## src/pkg/cdb_defs.svh

```systemverilog
// Constants for the class D bridge control block: offsets, fields, thresholds.
// Assumes a 20 MHz core clock; included by the core.
`ifndef CDB_DEFS_SVH
`define CDB_DEFS_SVH

// Core clock rate in kHz, so that ms times kHz gives cycles
`define CDB_MCLK_KHZ        20000
// Data-loss window in ms
`define CDB_DATALOSS_MS     50
// Die temperature thresholds in degrees C (135, 150, 120)
`define CDB_TEMP_WARN_C     8'h87
`define CDB_TEMP_SHUT_C     8'h96
`define CDB_TEMP_CLEAR_C    8'h78
// Current limit in A; the sense comparators trip at this level
`define CDB_OC_LIMIT_A      5
// Dead-time ticks per nonoverlap step
`define CDB_NOV_STEP_TICKS  5'h02

// Register offsets (byte addresses)
`define CDB_REG_CTRL        8'h00
`define CDB_REG_STATUS      8'h04
`define CDB_REG_CONFIG      8'h08

// Control fields
`define CDB_CTRL_SOFTMUTE   0
// Status fields
`define CDB_ST_DATALOSS     0
`define CDB_ST_OVERCURRENT  1
`define CDB_ST_THERMWARN    2
`define CDB_ST_THERMSHUT    3
`define CDB_ST_POWERDOWN    4
`define CDB_ST_MUTED        5
// Config fields
`define CDB_CFG_CLKSRC      0
`define CDB_CFG_CHMODE      1
`define CDB_CFG_EDGE_LSB    4
`define CDB_CFG_NOV_LSB     8
// Reset values
`define CDB_CTRL_RESET      1'h0

`endif

```

## src/pkg/cdb_pkg.sv

```systemverilog
// Types shared by the class D bridge control block.
// Assumes cdb_defs.svh is on the include path.
`default_nettype none
package cdb_pkg;
  // Pin inputs travelling together through the synchroniser
  typedef struct packed {
    logic       driveInA;
    logic       driveInB;
    logic       driveInC;
    logic       driveInD;
    logic       muteN;
    logic       resetPowerdownN;
    logic       extClk;
    logic [3:0] errIn;
    logic       clockSourceStrap;
    logic       channelModeStrap;
  } cdb_pins_s;

  // Device operating state, one-hot
  typedef enum logic [2:0] {
    ST_PDN  = 3'h1,
    ST_RUN  = 3'h2,
    ST_HALT = 3'h4
  } cdb_state_e;
endpackage
`default_nettype wire

```

## src/core/cdb_bridge_ctrl.sv

```systemverilog
// Digital control of a four-pair class D output stage with dead time,
// strap capture, thermal, overcurrent and data-loss protection.
// Assumes pin inputs are asynchronous; sense inputs share mclk.
//
// Contract
// - Dead time between complementary gate switching
// - Mode straps latched at reset release
// - Clock strap: 0 internal, 1 external
// - Mode strap: 0 bridge, 1 four-channel
// - Bridge mode: A drives AB, C drives CD
// - Bridge mode: data loss after 50 ms
// - Four-channel: each input drives own output
// - Four-channel: low pin disables low sides
// - Thermal warning above 135 C
// - Thermal shutdown above 150 C stops switching
// - Thermal flags clear below 120 C
// - Overcurrent mutes and raises flag
// - Overcurrent latched until reset or mute cycle
// - Edge speed pins captured at reset rise
// - Edge index is pins, inverted B, plus one
// - Nonoverlap pins captured at reset rise
// - Nonoverlap index is pins, inverted D, plus one
// - Error pins are straps, then driven outputs
// - Error indications active low
// - Reset and power-down active low
// - Mute input active low
//
// Decided for this implementation: the address-and-strobe port and the placing of the registers.
`include "cdb_defs.svh"
`default_nettype none
module cdb_bridge_ctrl
  import cdb_pkg::*;
#(
  parameter int DATALOSS_CYC = `CDB_DATALOSS_MS * `CDB_MCLK_KHZ
)(
  input  wire logic        mclk,
  input  wire logic        reset_n,
  input  wire logic        driveInA,
  input  wire logic        driveInB,
  input  wire logic        driveInC,
  input  wire logic        driveInD,
  input  wire logic        muteN,
  input  wire logic        resetPowerdownN,
  input  wire logic        extClk,
  input  wire logic        clockSourceStrap,
  input  wire logic        channelModeStrap,
  input  wire logic [7:0]  dieTempC,
  input  wire logic [7:0]  currentLimitHit,
  input  wire logic        datalossOrLowsideIn,
  output logic             datalossOrLowsideOut,
  output logic             datalossOrLowsideOe,
  input  wire logic        overcurrentFlagNIn,
  output logic             overcurrentFlagNOut,
  output logic             overcurrentFlagNOe,
  input  wire logic        thermalWarnNIn,
  output logic             thermalWarnNOut,
  output logic             thermalWarnNOe,
  input  wire logic        thermalShutdownNIn,
  output logic             thermalShutdownNOut,
  output logic             thermalShutdownNOe,
  output logic [3:0]       bridgeOutHi,
  output logic [3:0]       bridgeOutLo,
  output logic [3:0]       edgeSpeedIdx,
  input  wire logic [7:0]  regAddr,
  input  wire logic [31:0] regWdata,
  input  wire logic        regWrite,
  input  wire logic        regRead,
  output logic [31:0]      regRdata
);

  localparam int DL_W = $clog2(DATALOSS_CYC + 1);

  // Index from two upper pins and an inverted low pin, plus one: 1..8
  function automatic logic [3:0] strapIndex(input logic b2, input logic b1, input logic b0);
    strapIndex = {1'b0, b2, b1, ~b0} + 4'h1;
  endfunction

  // ************************************************************
  // Pin synchronisers
  // ************************************************************
  cdb_pins_s pinRaw;
  cdb_pins_s sync1_reg;
  cdb_pins_s sync2_reg;
  cdb_pins_s sync3_reg;
  cdb_pins_s pin_reg;
  cdb_pins_s pin_next;

  assign pinRaw = '{driveInA, driveInB, driveInC, driveInD, muteN, resetPowerdownN, extClk,
                    {thermalShutdownNIn, thermalWarnNIn, overcurrentFlagNIn, datalossOrLowsideIn},
                    clockSourceStrap, channelModeStrap};

  // A bit changes only once the second and third stages agree
  assign pin_next = (~(sync2_reg ^ sync3_reg) & sync2_reg) | ((sync2_reg ^ sync3_reg) & pin_reg);

  // Reset to idle pin levels so that no false mute edge follows reset;
  // the power-down pin starts held low so the straps are tracked first
  localparam cdb_pins_s PIN_IDLE = '{muteN: 1'h1, errIn: 4'hF, default: '0};

  always_ff @(posedge mclk or negedge reset_n)
  begin
    if (!reset_n)
    begin
      sync1_reg <= PIN_IDLE;
      sync2_reg <= PIN_IDLE;
      sync3_reg <= PIN_IDLE;
      pin_reg   <= PIN_IDLE;
    end
    else
    begin
      sync1_reg <= pinRaw;
      sync2_reg <= sync1_reg;
      sync3_reg <= sync2_reg;
      pin_reg   <= pin_next;
    end
  end

  // ************************************************************
  // Operating state and strap capture
  // ************************************************************
  cdb_state_e state_reg;
  logic       clkSrc_reg;
  logic       chanMode_reg;
  logic [3:0] novIdx_reg;
  logic       softMute_reg;
  logic       thermWarn_reg;
  logic       thermShut_reg;
  logic       ocLatch_reg;
  logic       dataLoss_reg;
  logic       muteRise;
  logic       muteSeen_reg;
  logic       halt;

  assign halt = thermShut_reg | ocLatch_reg | ~pin_reg.muteN | softMute_reg;

  always_ff @(posedge mclk or negedge reset_n)
  begin
    if (!reset_n)
      state_reg <= ST_PDN;
    else
    begin
      case (state_reg)
        ST_PDN:  state_reg <= pin_reg.resetPowerdownN ? ST_RUN : ST_PDN;
        ST_RUN:  state_reg <= !pin_reg.resetPowerdownN ? ST_PDN : (halt ? ST_HALT : ST_RUN);
        ST_HALT: state_reg <= !pin_reg.resetPowerdownN ? ST_PDN : (halt ? ST_HALT : ST_RUN);
        default: state_reg <= ST_PDN;
      endcase
    end
  end

  // Straps track pins while held down and freeze at the release
  // Mode strap capture
  always_ff @(posedge mclk or negedge reset_n)
  begin
    if (!reset_n)
    begin
      clkSrc_reg   <= 1'h0;
      chanMode_reg <= 1'h0;
      edgeSpeedIdx <= 4'h1;
      novIdx_reg   <= 4'h1;
    end
    else if (state_reg == ST_PDN)
    begin
      clkSrc_reg   <= pin_reg.clockSourceStrap;
      chanMode_reg <= pin_reg.channelModeStrap;
      edgeSpeedIdx <= strapIndex(pin_reg.errIn[3], pin_reg.errIn[2], pin_reg.driveInB);
      novIdx_reg   <= strapIndex(pin_reg.errIn[1], pin_reg.errIn[0], pin_reg.driveInD);
    end
  end

  // ************************************************************
  // Protection flags
  // ************************************************************
  // Thermal flags with hysteresis; nothing is flagged while powered down
  // Warning and shutdown thresholds
  always_ff @(posedge mclk or negedge reset_n)
  begin
    if (!reset_n)
    begin
      thermWarn_reg <= 1'h0;
      thermShut_reg <= 1'h0;
    end
    else if (state_reg == ST_PDN)
    begin
      thermWarn_reg <= 1'h0;
      thermShut_reg <= 1'h0;
    end
    else
    begin
      if (dieTempC > `CDB_TEMP_WARN_C)
        thermWarn_reg <= 1'h1;
      else if (dieTempC < `CDB_TEMP_CLEAR_C)
        thermWarn_reg <= 1'h0;
      if (dieTempC > `CDB_TEMP_SHUT_C)
        thermShut_reg <= 1'h1;
      else if (dieTempC < `CDB_TEMP_CLEAR_C)
        thermShut_reg <= 1'h0;
    end
  end

  // Mute release after an assertion clears the overcurrent latch
  assign muteRise = muteSeen_reg & pin_reg.muteN;

  always_ff @(posedge mclk or negedge reset_n)
  begin
    if (!reset_n)
      muteSeen_reg <= 1'h0;
    else
      muteSeen_reg <= ~pin_reg.muteN;
  end

  // Set wins over the mute-release clear
  // Overcurrent trip
  always_ff @(posedge mclk or negedge reset_n)
  begin
    if (!reset_n)
      ocLatch_reg <= 1'h0;
    else if (state_reg == ST_PDN)
      ocLatch_reg <= 1'h0;
    else if (|currentLimitHit)
      ocLatch_reg <= 1'h1;
    else if (muteRise)
      ocLatch_reg <= 1'h0;
  end

  // Data-loss watch on the two bridge inputs
  logic [DL_W-1:0] dlCnt_reg;
  logic            inAPrev_reg;
  logic            inCPrev_reg;
  logic            toggled;

  assign toggled = (pin_reg.driveInA ^ inAPrev_reg) | (pin_reg.driveInC ^ inCPrev_reg);

  always_ff @(posedge mclk or negedge reset_n)
  begin
    if (!reset_n)
    begin
      inAPrev_reg  <= 1'h0;
      inCPrev_reg  <= 1'h0;
      dlCnt_reg    <= '0;
      dataLoss_reg <= 1'h0;
    end
    else
    begin
      inAPrev_reg <= pin_reg.driveInA;
      inCPrev_reg <= pin_reg.driveInC;
      if (state_reg == ST_PDN || chanMode_reg || toggled)
      begin
        dlCnt_reg    <= '0;
        dataLoss_reg <= 1'h0;
      end
      else if (dlCnt_reg >= DL_W'(DATALOSS_CYC))
        dataLoss_reg <= 1'h1;
      else
        dlCnt_reg <= dlCnt_reg + DL_W'(1);
    end
  end

  // ************************************************************
  // Gate drive with dead time
  // ************************************************************
  logic       extPrev_reg;
  logic       tick;
  logic [3:0] level;
  logic [3:0] wantHi;
  logic [3:0] wantLo;
  logic       lowEnable;
  logic       run;
  logic [4:0] deadTicks;
  logic [4:0] dtCnt_reg [4];

  always_ff @(posedge mclk or negedge reset_n)
  begin
    if (!reset_n)
      extPrev_reg <= 1'h0;
    else
      extPrev_reg <= pin_reg.extClk;
  end

  assign tick = clkSrc_reg ? (pin_reg.extClk & ~extPrev_reg) : 1'h1;
  assign deadTicks = 5'(novIdx_reg * `CDB_NOV_STEP_TICKS);
  assign run = (state_reg == ST_RUN);

  // Target level of each output, bit 0 is A
  // Mode select
  assign level = chanMode_reg
               ? {pin_reg.driveInD, pin_reg.driveInC, pin_reg.driveInB, pin_reg.driveInA}
               : {~pin_reg.driveInC, pin_reg.driveInC, ~pin_reg.driveInA, pin_reg.driveInA};

  assign lowEnable = ~chanMode_reg | pin_reg.errIn[0];
  assign wantHi = {4{run}} & level;
  assign wantLo = {4{run & lowEnable}} & ~level;

  // Turning off is immediate; turning on waits for the dead time
  // Break before make
  for (genvar i = 0; i < 4; i++)
  begin : g_pair
    always_ff @(posedge mclk or negedge reset_n)
    begin
      if (!reset_n)
      begin
        bridgeOutHi[i] <= 1'h0;
        bridgeOutLo[i] <= 1'h0;
        dtCnt_reg[i]   <= 5'h00;
      end
      else if ((bridgeOutHi[i] & ~wantHi[i]) | (bridgeOutLo[i] & ~wantLo[i]))
      begin
        bridgeOutHi[i] <= bridgeOutHi[i] & wantHi[i];
        bridgeOutLo[i] <= bridgeOutLo[i] & wantLo[i];
        dtCnt_reg[i]   <= deadTicks;
      end
      else if (dtCnt_reg[i] != 5'h00)
      begin
        if (tick)
          dtCnt_reg[i] <= dtCnt_reg[i] - 5'h01;
      end
      else
      begin
        bridgeOutHi[i] <= wantHi[i];
        bridgeOutLo[i] <= wantLo[i];
      end
    end
  end

  // ************************************************************
  // Error pins
  // ************************************************************
  // Released during powerdown so the pull-ups and straps set the level
  // Strap then output
  always_ff @(posedge mclk or negedge reset_n)
  begin
    if (!reset_n)
    begin
      {thermalShutdownNOe, thermalWarnNOe, overcurrentFlagNOe, datalossOrLowsideOe} <= 4'h0;
      {thermalShutdownNOut, thermalWarnNOut, overcurrentFlagNOut, datalossOrLowsideOut} <= 4'hF;
    end
    else
    begin
      thermalShutdownNOe   <= (state_reg != ST_PDN);
      thermalWarnNOe       <= (state_reg != ST_PDN);
      overcurrentFlagNOe   <= (state_reg != ST_PDN);
      datalossOrLowsideOe  <= (state_reg != ST_PDN) & ~chanMode_reg;
      thermalShutdownNOut  <= ~thermShut_reg;
      thermalWarnNOut      <= ~thermWarn_reg;
      overcurrentFlagNOut  <= ~ocLatch_reg;
      datalossOrLowsideOut <= ~dataLoss_reg;
    end
  end

  // ************************************************************
  // Register port
  // ************************************************************
  always_ff @(posedge mclk or negedge reset_n)
  begin
    if (!reset_n)
      softMute_reg <= `CDB_CTRL_RESET;
    else if (regWrite && regAddr == `CDB_REG_CTRL)
      softMute_reg <= regWdata[`CDB_CTRL_SOFTMUTE];
  end

  // Read data stands for exactly the cycle after the strobe
  always_ff @(posedge mclk or negedge reset_n)
  begin
    if (!reset_n)
      regRdata <= 32'h0000_0000;
    else
    begin
      regRdata <= 32'h0000_0000;
      if (regRead)
      begin
        case (regAddr)
          `CDB_REG_CTRL:
            regRdata[`CDB_CTRL_SOFTMUTE] <= softMute_reg;
          `CDB_REG_STATUS:
          begin
            regRdata[`CDB_ST_DATALOSS]    <= dataLoss_reg;
            regRdata[`CDB_ST_OVERCURRENT] <= ocLatch_reg;
            regRdata[`CDB_ST_THERMWARN]   <= thermWarn_reg;
            regRdata[`CDB_ST_THERMSHUT]   <= thermShut_reg;
            regRdata[`CDB_ST_POWERDOWN]   <= (state_reg == ST_PDN);
            regRdata[`CDB_ST_MUTED]       <= (state_reg == ST_HALT);
          end
          `CDB_REG_CONFIG:
          begin
            regRdata[`CDB_CFG_CLKSRC] <= clkSrc_reg;
            regRdata[`CDB_CFG_CHMODE] <= chanMode_reg;
            regRdata[`CDB_CFG_EDGE_LSB +: 4] <= edgeSpeedIdx;
            regRdata[`CDB_CFG_NOV_LSB +: 4]  <= novIdx_reg;
          end
          default:
            regRdata <= 32'h0000_0000;
        endcase
      end
    end
  end

  // ************************************************************
  // Assertions
  // ************************************************************
  property p_noShootThrough;
    @(posedge mclk) disable iff (!reset_n) (bridgeOutHi & bridgeOutLo) == 4'h0;
  endproperty
  a_noShootThrough: assert property (p_noShootThrough)
    else $error("High and low side of a pair both on");

  property p_deadGap;
    @(posedge mclk) disable iff (!reset_n)
      $fell(bridgeOutLo[0]) |-> !bridgeOutHi[0] ##1 !bridgeOutHi[0];
  endproperty
  a_deadGap: assert property (p_deadGap)
    else $error("High side turned on without dead time");

  property p_strapHold;
    @(posedge mclk) disable iff (!reset_n)
      (state_reg != ST_PDN) && $past(state_reg != ST_PDN) |-> $stable(chanMode_reg)
        && $stable(clkSrc_reg) && $stable(edgeSpeedIdx) && $stable(novIdx_reg);
  endproperty
  a_strapHold: assert property (p_strapHold)
    else $error("Captured strap changed outside powerdown");

  property p_warnSet;
    @(posedge mclk) disable iff (!reset_n)
      (state_reg != ST_PDN) && pin_reg.resetPowerdownN && dieTempC > `CDB_TEMP_WARN_C
        |=> thermWarn_reg;
  endproperty
  a_warnSet: assert property (p_warnSet)
    else $error("Thermal warning not raised above threshold");

  property p_shutStops;
    @(posedge mclk) disable iff (!reset_n)
      thermShut_reg ##1 thermShut_reg |=> bridgeOutHi == 4'h0 && bridgeOutLo == 4'h0;
  endproperty
  a_shutStops: assert property (p_shutStops)
    else $error("Switching continues in thermal shutdown");

  property p_hysteresis;
    @(posedge mclk) disable iff (!reset_n)
      thermShut_reg && pin_reg.resetPowerdownN && dieTempC >= `CDB_TEMP_CLEAR_C
        |=> thermShut_reg;
  endproperty
  a_hysteresis: assert property (p_hysteresis)
    else $error("Thermal shutdown cleared above clear threshold");

  property p_ocHold;
    @(posedge mclk) disable iff (!reset_n)
      ocLatch_reg && !muteRise && pin_reg.resetPowerdownN |=> ocLatch_reg;
  endproperty
  a_ocHold: assert property (p_ocHold)
    else $error("Overcurrent latch cleared without reset or mute cycle");

  property p_ocMutes;
    @(posedge mclk) disable iff (!reset_n)
      (|currentLimitHit) && (state_reg != ST_PDN) && pin_reg.resetPowerdownN
        |=> ##1 !overcurrentFlagNOut ##1 (bridgeOutHi == 4'h0);
  endproperty
  a_ocMutes: assert property (p_ocMutes)
    else $error("Overcurrent did not flag and mute");

  property p_lowDisable;
    @(posedge mclk) disable iff (!reset_n)
      chanMode_reg && !pin_reg.errIn[0] |=> bridgeOutLo == 4'h0;
  endproperty
  a_lowDisable: assert property (p_lowDisable)
    else $error("Low side on while disabled");

  property p_errFollows;
    @(posedge mclk) disable iff (!reset_n)
      1'b1 |=> thermalWarnNOut == !$past(thermWarn_reg);
  endproperty
  a_errFollows: assert property (p_errFollows)
    else $error("Warning pin not active low copy of flag");

  c_dataLoss: cover property (@(posedge mclk) disable iff (!reset_n) $rose(dataLoss_reg));
  c_ocTrip:   cover property (@(posedge mclk) disable iff (!reset_n) $rose(ocLatch_reg));
  c_thermal:  cover property (@(posedge mclk) disable iff (!reset_n) $fell(thermShut_reg));
  c_deadTime: cover property (@(posedge mclk) disable iff (!reset_n) $rose(bridgeOutHi[1]));

endmodule
`default_nettype wire

```

## config.mk

```make
export PLATFORM = sky130hd
export DESIGN_NAME = cdb_bridge_ctrl
export DESIGN_NICKNAME = d
export VERILOG_FILES = /design/src/pkg/cdb_pkg.sv /design/src/core/cdb_bridge_ctrl.sv
export VERILOG_INCLUDE_DIRS = /design/src /design/src/pkg
export SDC_FILE = /design/constraint.sdc
export NUM_CORES = 1
export LEC_CHECK = 0
export ABC_CLOCK_PERIOD_IN_PS = 2980
export BUFFER_PORTS_ARGS = -buffer_cell sky130_fd_sc_hd__clkbuf_2
export CORE_AREA = 5 5 162 164
export DETAILED_ROUTE_END_ITERATION = 8
export DIE_AREA = 0 0 167 169
export GPL_ROUTABILITY_DRIVEN = 0
export HOLD_SLACK_MARGIN = 0.08
export SYNTH_ARGS = -nofsm -noshare
export SYNTH_HDL_FRONTEND = slang
export SYNTH_SLANG_ARGS = --single-unit
```

## constraint.sdc

```tcl
create_clock -name mclk -period 2.98 [get_ports mclk]
set_clock_uncertainty 0.05 [all_clocks]
set_input_delay 0.298 -clock mclk [delete_from_list [all_inputs] [get_ports mclk]]
set_output_delay 0.298 -clock mclk [all_outputs]
set_load 0.005 [all_outputs]
```

==> results of run 1 <==
-- final timing paths --
| path | endpoint | cells past startpoint | slack (ns) | from |
|---|---|---|---|---|
| setup / recovery | dtCnt_reg[12] | 4 | 0.65 | state_reg[1] |
| hold / removal | thermWarn_reg | 3 | 0.12 | dieTempC[7] |
| setup reg to reg | dtCnt_reg[12] | 4 | 0.65 | state_reg[1] |
| hold reg to reg | sync2_reg[11] | 0 | 0.30 | sync1_reg[11] |
| max in group asynchronous | thermalWarnNOut | 3 | 1.65 | reset_n |
| min in group asynchronous | sync1_reg[12] | 2 | 0.39 | reset_n |
-- synth_stat cells, drive strengths merged (3+ instances only) --
master     n  area, um^2
nor4b      6        52.6
and2      13        86.3
o21ai     14        70.1
or3        5        31.3
a21oi     28         140
mux2i      5        50.1
buf       27         194
ha         8         100
nand2     34         128
nand3      9        45.0
o31a       3        26.3
nand2b     3        18.8
dfstp     27         709
or4       12        90.1
clkbuf    11        51.3
o31ai     14         105
nand4      5        31.3
nor4      11        75.1
o21a       3        22.5
nor2b      5        31.3
a31oi      6        37.5
a2111oi    4        35.0
xnor2      7        61.3
a22o       6        55.1
maj3      13         130
nor3b      3        22.5
mux2      21         236
dfrtp    113        2830
nor3       6        30.0
nor2      31         116
and2b      3        25.0
inv       31         116
-- cell families after synthesis --
kind of cell             Yosys count
AND/OR/NAND/NOR                  154
flip-flops                       140
AO/OA/AOI/OAI                     94
buffers and inverters             69
multiplexers                      26
adder cells (fa/ha/maj)           21
XOR/XNOR                           9
other                              1
-- final cells by class --
class	count	area share, %
clock inverters	14	2.04
well taps	330	5.52
repair buffers	99	8.28
flip-flops and latches	140	47.3
multi-input cells	324	29.5
clock buffers	18	5.87
inverters	31	1.56
-- power breakdown --
part | internal (mW) | switching (mW)
sequential | 2.23 | 0.300
clock | 1.21 | 0.888
combinational | 0.633 | 0.620
total | 4.07 | 1.81
-- per-stage QoR --
stage / power (mW) / instances
2_1_floorplan: 3.41 / 533
3_3_place_gp: 3.78 / 908
3_5_place_dp: 3.82 / 908
4_1_cts: 5.97 / 956
5_1_grt: 6.25 / 956
6_report: 5.88 / 956
-- placed cells by master, fill, tap and decap left out, types with 16 or more instances in the layout --
cell,synthesis,routed
sky130_fd_sc_hd__a21oi_1,28,28
sky130_fd_sc_hd__clkbuf_16,0,17
sky130_fd_sc_hd__clkbuf_2,0,72
sky130_fd_sc_hd__conb_1,1,20
sky130_fd_sc_hd__dfrtp_1,113,113
sky130_fd_sc_hd__dfstp_2,27,27
sky130_fd_sc_hd__dlygate4sd3_1,0,16
sky130_fd_sc_hd__inv_1,31,31
sky130_fd_sc_hd__mux2_2,21,21
sky130_fd_sc_hd__nand2_1,34,34
sky130_fd_sc_hd__nor2_1,31,31
-- tightest hold or removal path, cell delays in order --
cell and delay [ns]:
sky130_fd_sc_hd__clkbuf_2 0.10, sky130_fd_sc_hd__o41ai_1 0.09, sky130_fd_sc_hd__a21oi_1 0.07
-- per-layer routing --
| metal | up-vias | GRT usage [%] | wire length [um] |
|---|---|---|---|
| met5 | - | 0 | 0 |
| met4 | 0 | 3.59 | 172 |
| met3 | 10 | 2.73 | 653 |
| met2 | 95 | 14.4 | 5840 |
| met1 | 1957 | 12.5 | 5920 |
| li1 | 1986 | - | - |
==> results list, run 1 <==
- Maximum number of pins on one net before global-route repair: 77
- The critical path goes through or3b_1, o41a_1, o32ai_4, mux2_2.
* Antenna cell count: 0
- Measured against its own limit, the worst slew margin works out to 36.7%.
* Post-Synthesis Cells: 514
- Input and output buffers added on the ports amount to 73.
- Net total in the final layout: 694
* Number of levels in the clock H-tree: 4
- The path class of the tightest hold or removal check is in2reg.
- Once the floorplan was initialized, standard cells occupied 24.4% of the core.
- Async set-reset flop share out of synthesis: 100%
* CTS tree: done
- The count of nets left with antenna violations once routing finished came out at 0.
- Resized cells post-CTS: 0
* Seq/Total Area, Yosys: 58.7%
- Power spread over the standard cell area amounts to 786 nW/um^2.
* Routed Wire Length: 12.6 mm
* Final setup viols: 0
- The worst setup path is captured at a flip-flop.
- The final number of max-transition violations is 0.
- Ys flop type: sky130_fd_sc_hd__dfrtp_1
* Io pins: 125
- Placement Rows: 58
* Width of the die: 167 um
- Clock latency on the worst-skew pair: 0.43 ns
- The first routing iteration left 205 violations.
- Maximum fanout count along the critical path: 8
- Across all setup checks in the final design, the least slack found is 0.654 ns.
- The floorplan step set the die height to 169 um.
* Slowest Stage Delay on Critical Path: 0.56 ns
- After synthesis, the largest family of logic cells by area is simple AND/OR/NAND/NOR gates.
- Area growth from synthesis to layout: 24.1%
* Placeable core region: 24700 um^2
- The multi-input combinational cells in the finished layout cover a total of 2200 um^2.
- Full die area: 28200 um^2
* Number of global-route vias before repair: 3990
- Total vias in the final route: 4048
- Data arrival time of the critical path: 2.58 ns
- The analysis attributes to cell leakage a power of 3.25 nW.
- Buffers inserted during clock tree synthesis total 17.
* Placed cell area: 6730 um^2
* Unrepaired setup endpoints after global routing: false
- FILL cells: 2472
- Yosys mapped a number of flops with a built-in enable equal to 0.
- After detailed routing, the average wire length per cell comes to 13.2 um.
- Number of buffers added to fix hold violations after cts: 16
- Post-DR vias/cell: 4.23
- Number of remaining DRC errors: 0
- CTS saw 140 sinks.
- Across the run, the number of max-cap violations was 0.
- Synthesis inferred 140 register bits.
- The synthesized netlist devotes 11.3% of its cell area to compound gates.
- Fraction of final layout cells sized beyond drive strength 1: 28.4%
- Count of endpoints failing hold in the final timing report: 0
- STA puts the critical path data required time at 3.23 ns.
- Summed over all failing endpoints, the final setup total negative slack is 0 ns.
- Max Root-Sink Buffers: 2
- Summing the areas of all and, or, nand and nor instances in the mapped netlist gives 14.1% of the synthesized area.
- In this run, distinct cell masters in the synthesized netlist total 59.
- DR pass1 iterations: 4
* Xor/xnor share of the synthesized area: 1.31%
- The Yosys step of the flow raised 0 warnings.
* Share of the cycle needed by the critical path after routing: 78.1%
- The first global-routing pass estimated 21.1 mm of wire.
* Initial antenna violation count: 0
- Number of buffer and inverter instances along the worst setup path: 0
- Average size of a mapped cell: 11.7 um^2
- Worst setup path category: reg2reg
* Outcome: finished clean
* Final HPWL DP: 8.97 mm
* Core Util, Final: 30.2%
- Dominant delay contributor by cell family on the critical path: compound AO/OA/AOI/OAI gates
- Minimum period implied by the final worst setup slack: 2.33 ns
* Clock transition at the register clock pins on the worst setup and hold paths after CTS: 0.07 ns
- At the placement stage, the worst setup path has a slack of 0.681 ns.
- Kind of launch point of the worst setup path: flip-flop
- Based on the critical path, the design can be clocked at up to 430 MHz.
- In this run the cell area of the synthesized design comes to 6030 um^2.
* Post-CTS setup-driven buffer insertion count: 0
- Highest ir drop seen on vdd: 0.387 mV
- Master cell of the clock root buffer: sky130_fd_sc_hd__clkbuf_16
- Total global routing overflow: 0
- Transition time at the pin with the least slew margin: 0.941 ns
- GRT Total Usage: 9.36%
* Critical Path Slowest Stage Cell: sky130_fd_sc_hd__or3b_1
* Share of synthesized area spent on multiplexers: 4.75%
- Of the total synthesized cell area, the portion taken by full adders, half adders and majority gates is 3.82%.
* Post-Layout Inst Area: 7480 um^2
- Across all hold checks on the routed design, the worst slack comes to 0.121 ns.
* FF+latch area: 3540 um^2
Note: power is estimated with default switching activity, not from simulation.
==> inputs of run 2 (changes only) <==
- ABC_AREA: default -> 1
- ABC_CLOCK_PERIOD_IN_PS: 2980 -> 2450
- CORE_AREA: 5 5 162 164 -> 5 5 164 166
- DIE_AREA: 0 0 167 169 -> 0 0 169 171
- clock period: 2.98 -> 2.45 ns (I/O delays scaled with it)
==> run 2 against run 1 <==
Against the previous run: register-to-register slack got worse by 0.02 ns; final cell count grew 18%; synthesized area increased by 3.2%; core utilization is 0.36 points higher; clock power is 28% higher; via count increased by 15%; clock-buffer cell count shrank 1; sequential cell count unchanged; worst setup slack got worse by 0.39 ns.
==> results list, run 2 <==
- The wire length per cell was 12.0 um (was 13.2 um).
- The number of hold-slack violations in the final timing report is 0 (unchanged).
* CTS tree: done (unchanged)
- GRT Total Usage: 9.89% (was 9.36%)
- The remaining routing DRC violations is 0 (unchanged).
- The gate count after technology mapping is 672 (was 514).
- Post-synth top area share: 45.5% (was 46.9%)
- Net total in the final layout: 865 (was 694)
* GR Layer Usage met2: 16.5% (was 14.4%)
- Setup TNS: 0 ns (unchanged)
* Routed Wire Length: 13.6 mm (was 12.6 mm)
* Met1 Track Usage GR: 12.5% (about the same)
* Placement-stage worst setup slack: 0.721 ns (was 0.681 ns)
- The layer with the highest usage is met2 (unchanged).
* Unrepaired setup endpoints after global routing: false (unchanged)
- Based on the critical path, the design can be clocked at up to 457 MHz.
- Post-DR vias/cell: 4.10 (was 4.23)
* DR pass1 iterations: 4 (unchanged)
- The power density over cell area came to 948 nW/um^2 (was 786 nW/um^2).
- Async set-reset flop share out of synthesis: 100% (unchanged)
* Setup slack after layout: 0.262 ns (was 0.654 ns)
- Maximum number of pins on one net before global-route repair: 58 (was 77)
- The initial cell density of the core came to 24.4% (about the same).
- Number of global-route vias before repair: 4540 (was 3990)
- Clock transition at the register clock pins on the worst setup and hold paths after CTS: 0.07 ns (about the same)
- Main area contributors after synthesis: sky130_fd_sc_hd__dfrtp_1, sky130_fd_sc_hd__dfstp_2, sky130_fd_sc_hd__nand2_1, sky130_fd_sc_hd__nand3_1, sky130_fd_sc_hd__nor2_1 (was sky130_fd_sc_hd__dfrtp_1, sky130_fd_sc_hd__dfstp_2, sky130_fd_sc_hd__mux2_2, sky130_fd_sc_hd__buf_4, sky130_fd_sc_hd__a21oi_1)
- Total design power: 7.39 mW (was 5.88 mW)
- Transition time at the pin with the least slew margin: 0.541 ns (was 0.941 ns)
- Worst rel slew slack: 63.9% (was 36.7%)
- TritonCTS buffer count: 17 (unchanged)
- Kind of launch point of the worst setup path: input port (was flip-flop)
- Number of distinct library cell variants in the gate-level netlist after synthesis: 39 (was 59)
- The number of clock sinks seen by CTS is 140 (unchanged).
- The family of cells with the greatest summed delay on the critical path is buffers and inverters (was compound AO/OA/AOI/OAI gates).
* Width of the die: 169 um (was 167 um)
- The port buffer count came to 73 (unchanged).
- Number of buffer and inverter instances along the worst setup path: 4 (was 0)
- Subtracting the final worst setup slack from the clock period gives 2.19 ns.
- The CTS root buffer is sky130_fd_sc_hd__clkbuf_16 (unchanged).
- Initial antenna violation count: 0 (unchanged)
- Ys flop type: sky130_fd_sc_hd__dfrtp_1 (unchanged)
- The worst-case hold slack was 0.141 ns (was 0.121 ns).
- Flop and latch count out of synthesis: 140 (unchanged)
- The largest vdd supply drop is 0.372 mV (was 0.387 mV).
* Max Root-Sink Buffers: 2 (unchanged)
* Synth cell count leaders: sky130_fd_sc_hd__nand2_1, sky130_fd_sc_hd__dfrtp_1, sky130_fd_sc_hd__nor2_1 (was sky130_fd_sc_hd__dfrtp_1, sky130_fd_sc_hd__nand2_1, sky130_fd_sc_hd__inv_1, sky130_fd_sc_hd__nor2_1, sky130_fd_sc_hd__a21oi_1)
- Met3 track demand over resource: 2.63% (was 2.73%)
- The longest individual stage delay on the worst path was 0.55 ns (was 0.56 ns).
* Final HPWL DP: 9.75 mm (was 8.97 mm)
- Share of the cycle needed by the critical path after routing: 89.3%
* Maximum fanout count along the critical path: 4 (was 8)
- The final number of max-transition violations was 0 (unchanged).
- Area growth from synthesis to layout: 25.3% (was 24.1%)
- The total number of vias came to 4636 (was 4048).
* Cell area after synthesis: 6220 um^2 (was 6030 um^2)
- In this design, the critical path's most frequently occurring cell is sky130_fd_sc_hd__dlygate4sd3_1.
* Fraction of final layout cells sized beyond drive strength 1: 21.1% (was 28.4%)
- Most frequent cells in the layout: sky130_fd_sc_hd__nand2_1, sky130_fd_sc_hd__dfrtp_1, sky130_fd_sc_hd__nor2_1, sky130_fd_sc_hd__nand3_1, sky130_fd_sc_hd__clkbuf_2 (was sky130_fd_sc_hd__dfrtp_1, sky130_fd_sc_hd__clkbuf_2, sky130_fd_sc_hd__nand2_1, sky130_fd_sc_hd__inv_1, sky130_fd_sc_hd__nor2_1).
- Crit path cell chain: dlygate4sd3_1, clkbuf_2, nor2_1, and2_1, nand3_1, dlygate4sd3_1, nand2_1, dlygate4sd3_1 (was or3b_1, o41a_1, o32ai_4, mux2_2).
* Total global routing overflow: 0 (unchanged)
- The number of I/O pins was 125 (unchanged).
- The core outline area was 25500 um^2 (was 24700 um^2).
- Data arrival time of the critical path: 2.50 ns (was 2.58 ns)
* Min-delay worst type: in2reg (unchanged)
- Number of levels in the clock H-tree: 4 (unchanged)
* Critical path required time: 2.77 ns (was 3.23 ns)
- The cell with the most instances after synthesis was sky130_fd_sc_hd__nand2_1 (was sky130_fd_sc_hd__dfrtp_1).
* Worst setup path category: in2reg (was reg2reg)
- Average size of a mapped cell: 9.25 um^2 (was 11.7 um^2)
- Clock latency on the worst-skew pair: 0.43 ns (about the same)
* Antenna Violating Nets Remaining: 0 (unchanged)
* Outcome: finished clean (unchanged)
* Post-CTS setup-driven buffer insertion count: 0 (unchanged)
- Synth area leader: sky130_fd_sc_hd__dfrtp_1 (unchanged)
- The cell area after layout came to 7790 um^2 (was 7480 um^2).
- The sequential-to-total area share from yosys stat was 56.9% (was 58.7%).
* Element type at the critical path end: flip-flop (unchanged)
- First DRT Iteration DRCs: 291 (was 205)
- Antenna cell count: 0 (unchanged)
- The cell with the largest stage delay on the worst path is sky130_fd_sc_hd__dlygate4sd3_1 (was sky130_fd_sc_hd__or3b_1).
* Placed cell area: 6930 um^2 (was 6730 um^2)
* Final setup viols: 0 (unchanged)
- Max-cap violation count: 0 (unchanged)
- The row count is 59 (was 58).
- Full die area: 28900 um^2 (was 28200 um^2)
* Leak: 3.71 nW (was 3.25 nW)
* Most frequent standard cell in the layout excluding fill and tap cells: sky130_fd_sc_hd__nand2_1 (was sky130_fd_sc_hd__dfrtp_1)
- The Yosys warning count came to 0 (unchanged).
* Count of flip-flops with a built-in enable after synthesis: 0 (unchanged)
- The first-pass GRT wire length is 22.8 mm (was 21.1 mm).
- Y dimension of the die: 171 um (was 169 um)
-- run 2: path summary, 6_finish.rpt --
check,cells past startpoint,start,to,slack (ns)
max reg2reg,4,state_reg[0],ocLatch_reg,0.63
min in group asynchronous,2,reset_n,sync1_reg[12],0.29
min reg2reg,0,sync1_reg[1],sync2_reg[1],0.30
min,5,dieTempC[4],thermShut_reg,0.14
max in group asynchronous,3,reset_n,sync3_reg[5],1.23
max,8,regAddr[2],softMute_reg,0.26
-- run 2: area by class of cell --
cell class / count / area (um^2)
clock buffer: 17 / 425
sequential: 140 / 3540
timing repair buffer: 103 / 669
clock inverter: 15 / 199
multi-input combinational: 447 / 2250
tap: 335 / 419
fill: 2645 / 17700
inverter: 75 / 285
-- run 2: cell families (layout without fill, tap and decap cells) --
kind of cell	count (synthesis)	in the layout	share of synthesized area [%]
AO/OA/AOI/OAI	53	53	4.81
XOR/XNOR	13	13	1.83
adder cells (fa/ha/maj)	21	21	3.70
buffers and inverters	104	210	7.97
flip-flops	140	140	56.9
other	1	20	0.0603
AND/OR/NAND/NOR	340	340	24.7
-- run 2: power breakdown --
part           switching (mW)  internal [mW]  leakage, nW
sequential              0.284           2.72         1.73
combinational            1.04          0.672         1.68
clock                    1.12           1.56        0.298
-- run 2: worst min-delay path: stages --
cell	delay, ns
sky130_fd_sc_hd__clkbuf_2	0.10
sky130_fd_sc_hd__o21ai_0	0.07
sky130_fd_sc_hd__nand2_1	0.05
sky130_fd_sc_hd__nand2_1	0.06
sky130_fd_sc_hd__a21oi_1	0.06
-- run 2: what timing repair did --
item	in CTS	in global routing
setup endpoints to repair	0	0
hold buffers	24	0
resized for setup	0	0
endpoints found under the hold margin	61	0
-- run 2: per-layer routing --
metal / wire length, um / vias up
met3: 600 / 10
li1: - / 2363
met1: 6310 / 2182
met2: 6550 / 81
met5: 0 / -
met4: 141 / 0
-- run 2: stage by stage --
stage	cells	util, %
global placement	1076	27.2
CTS	1132	30.6
finish	1132	30.6
floorplan	691	-
global route	1132	30.6
detailed placement	1076	27.2
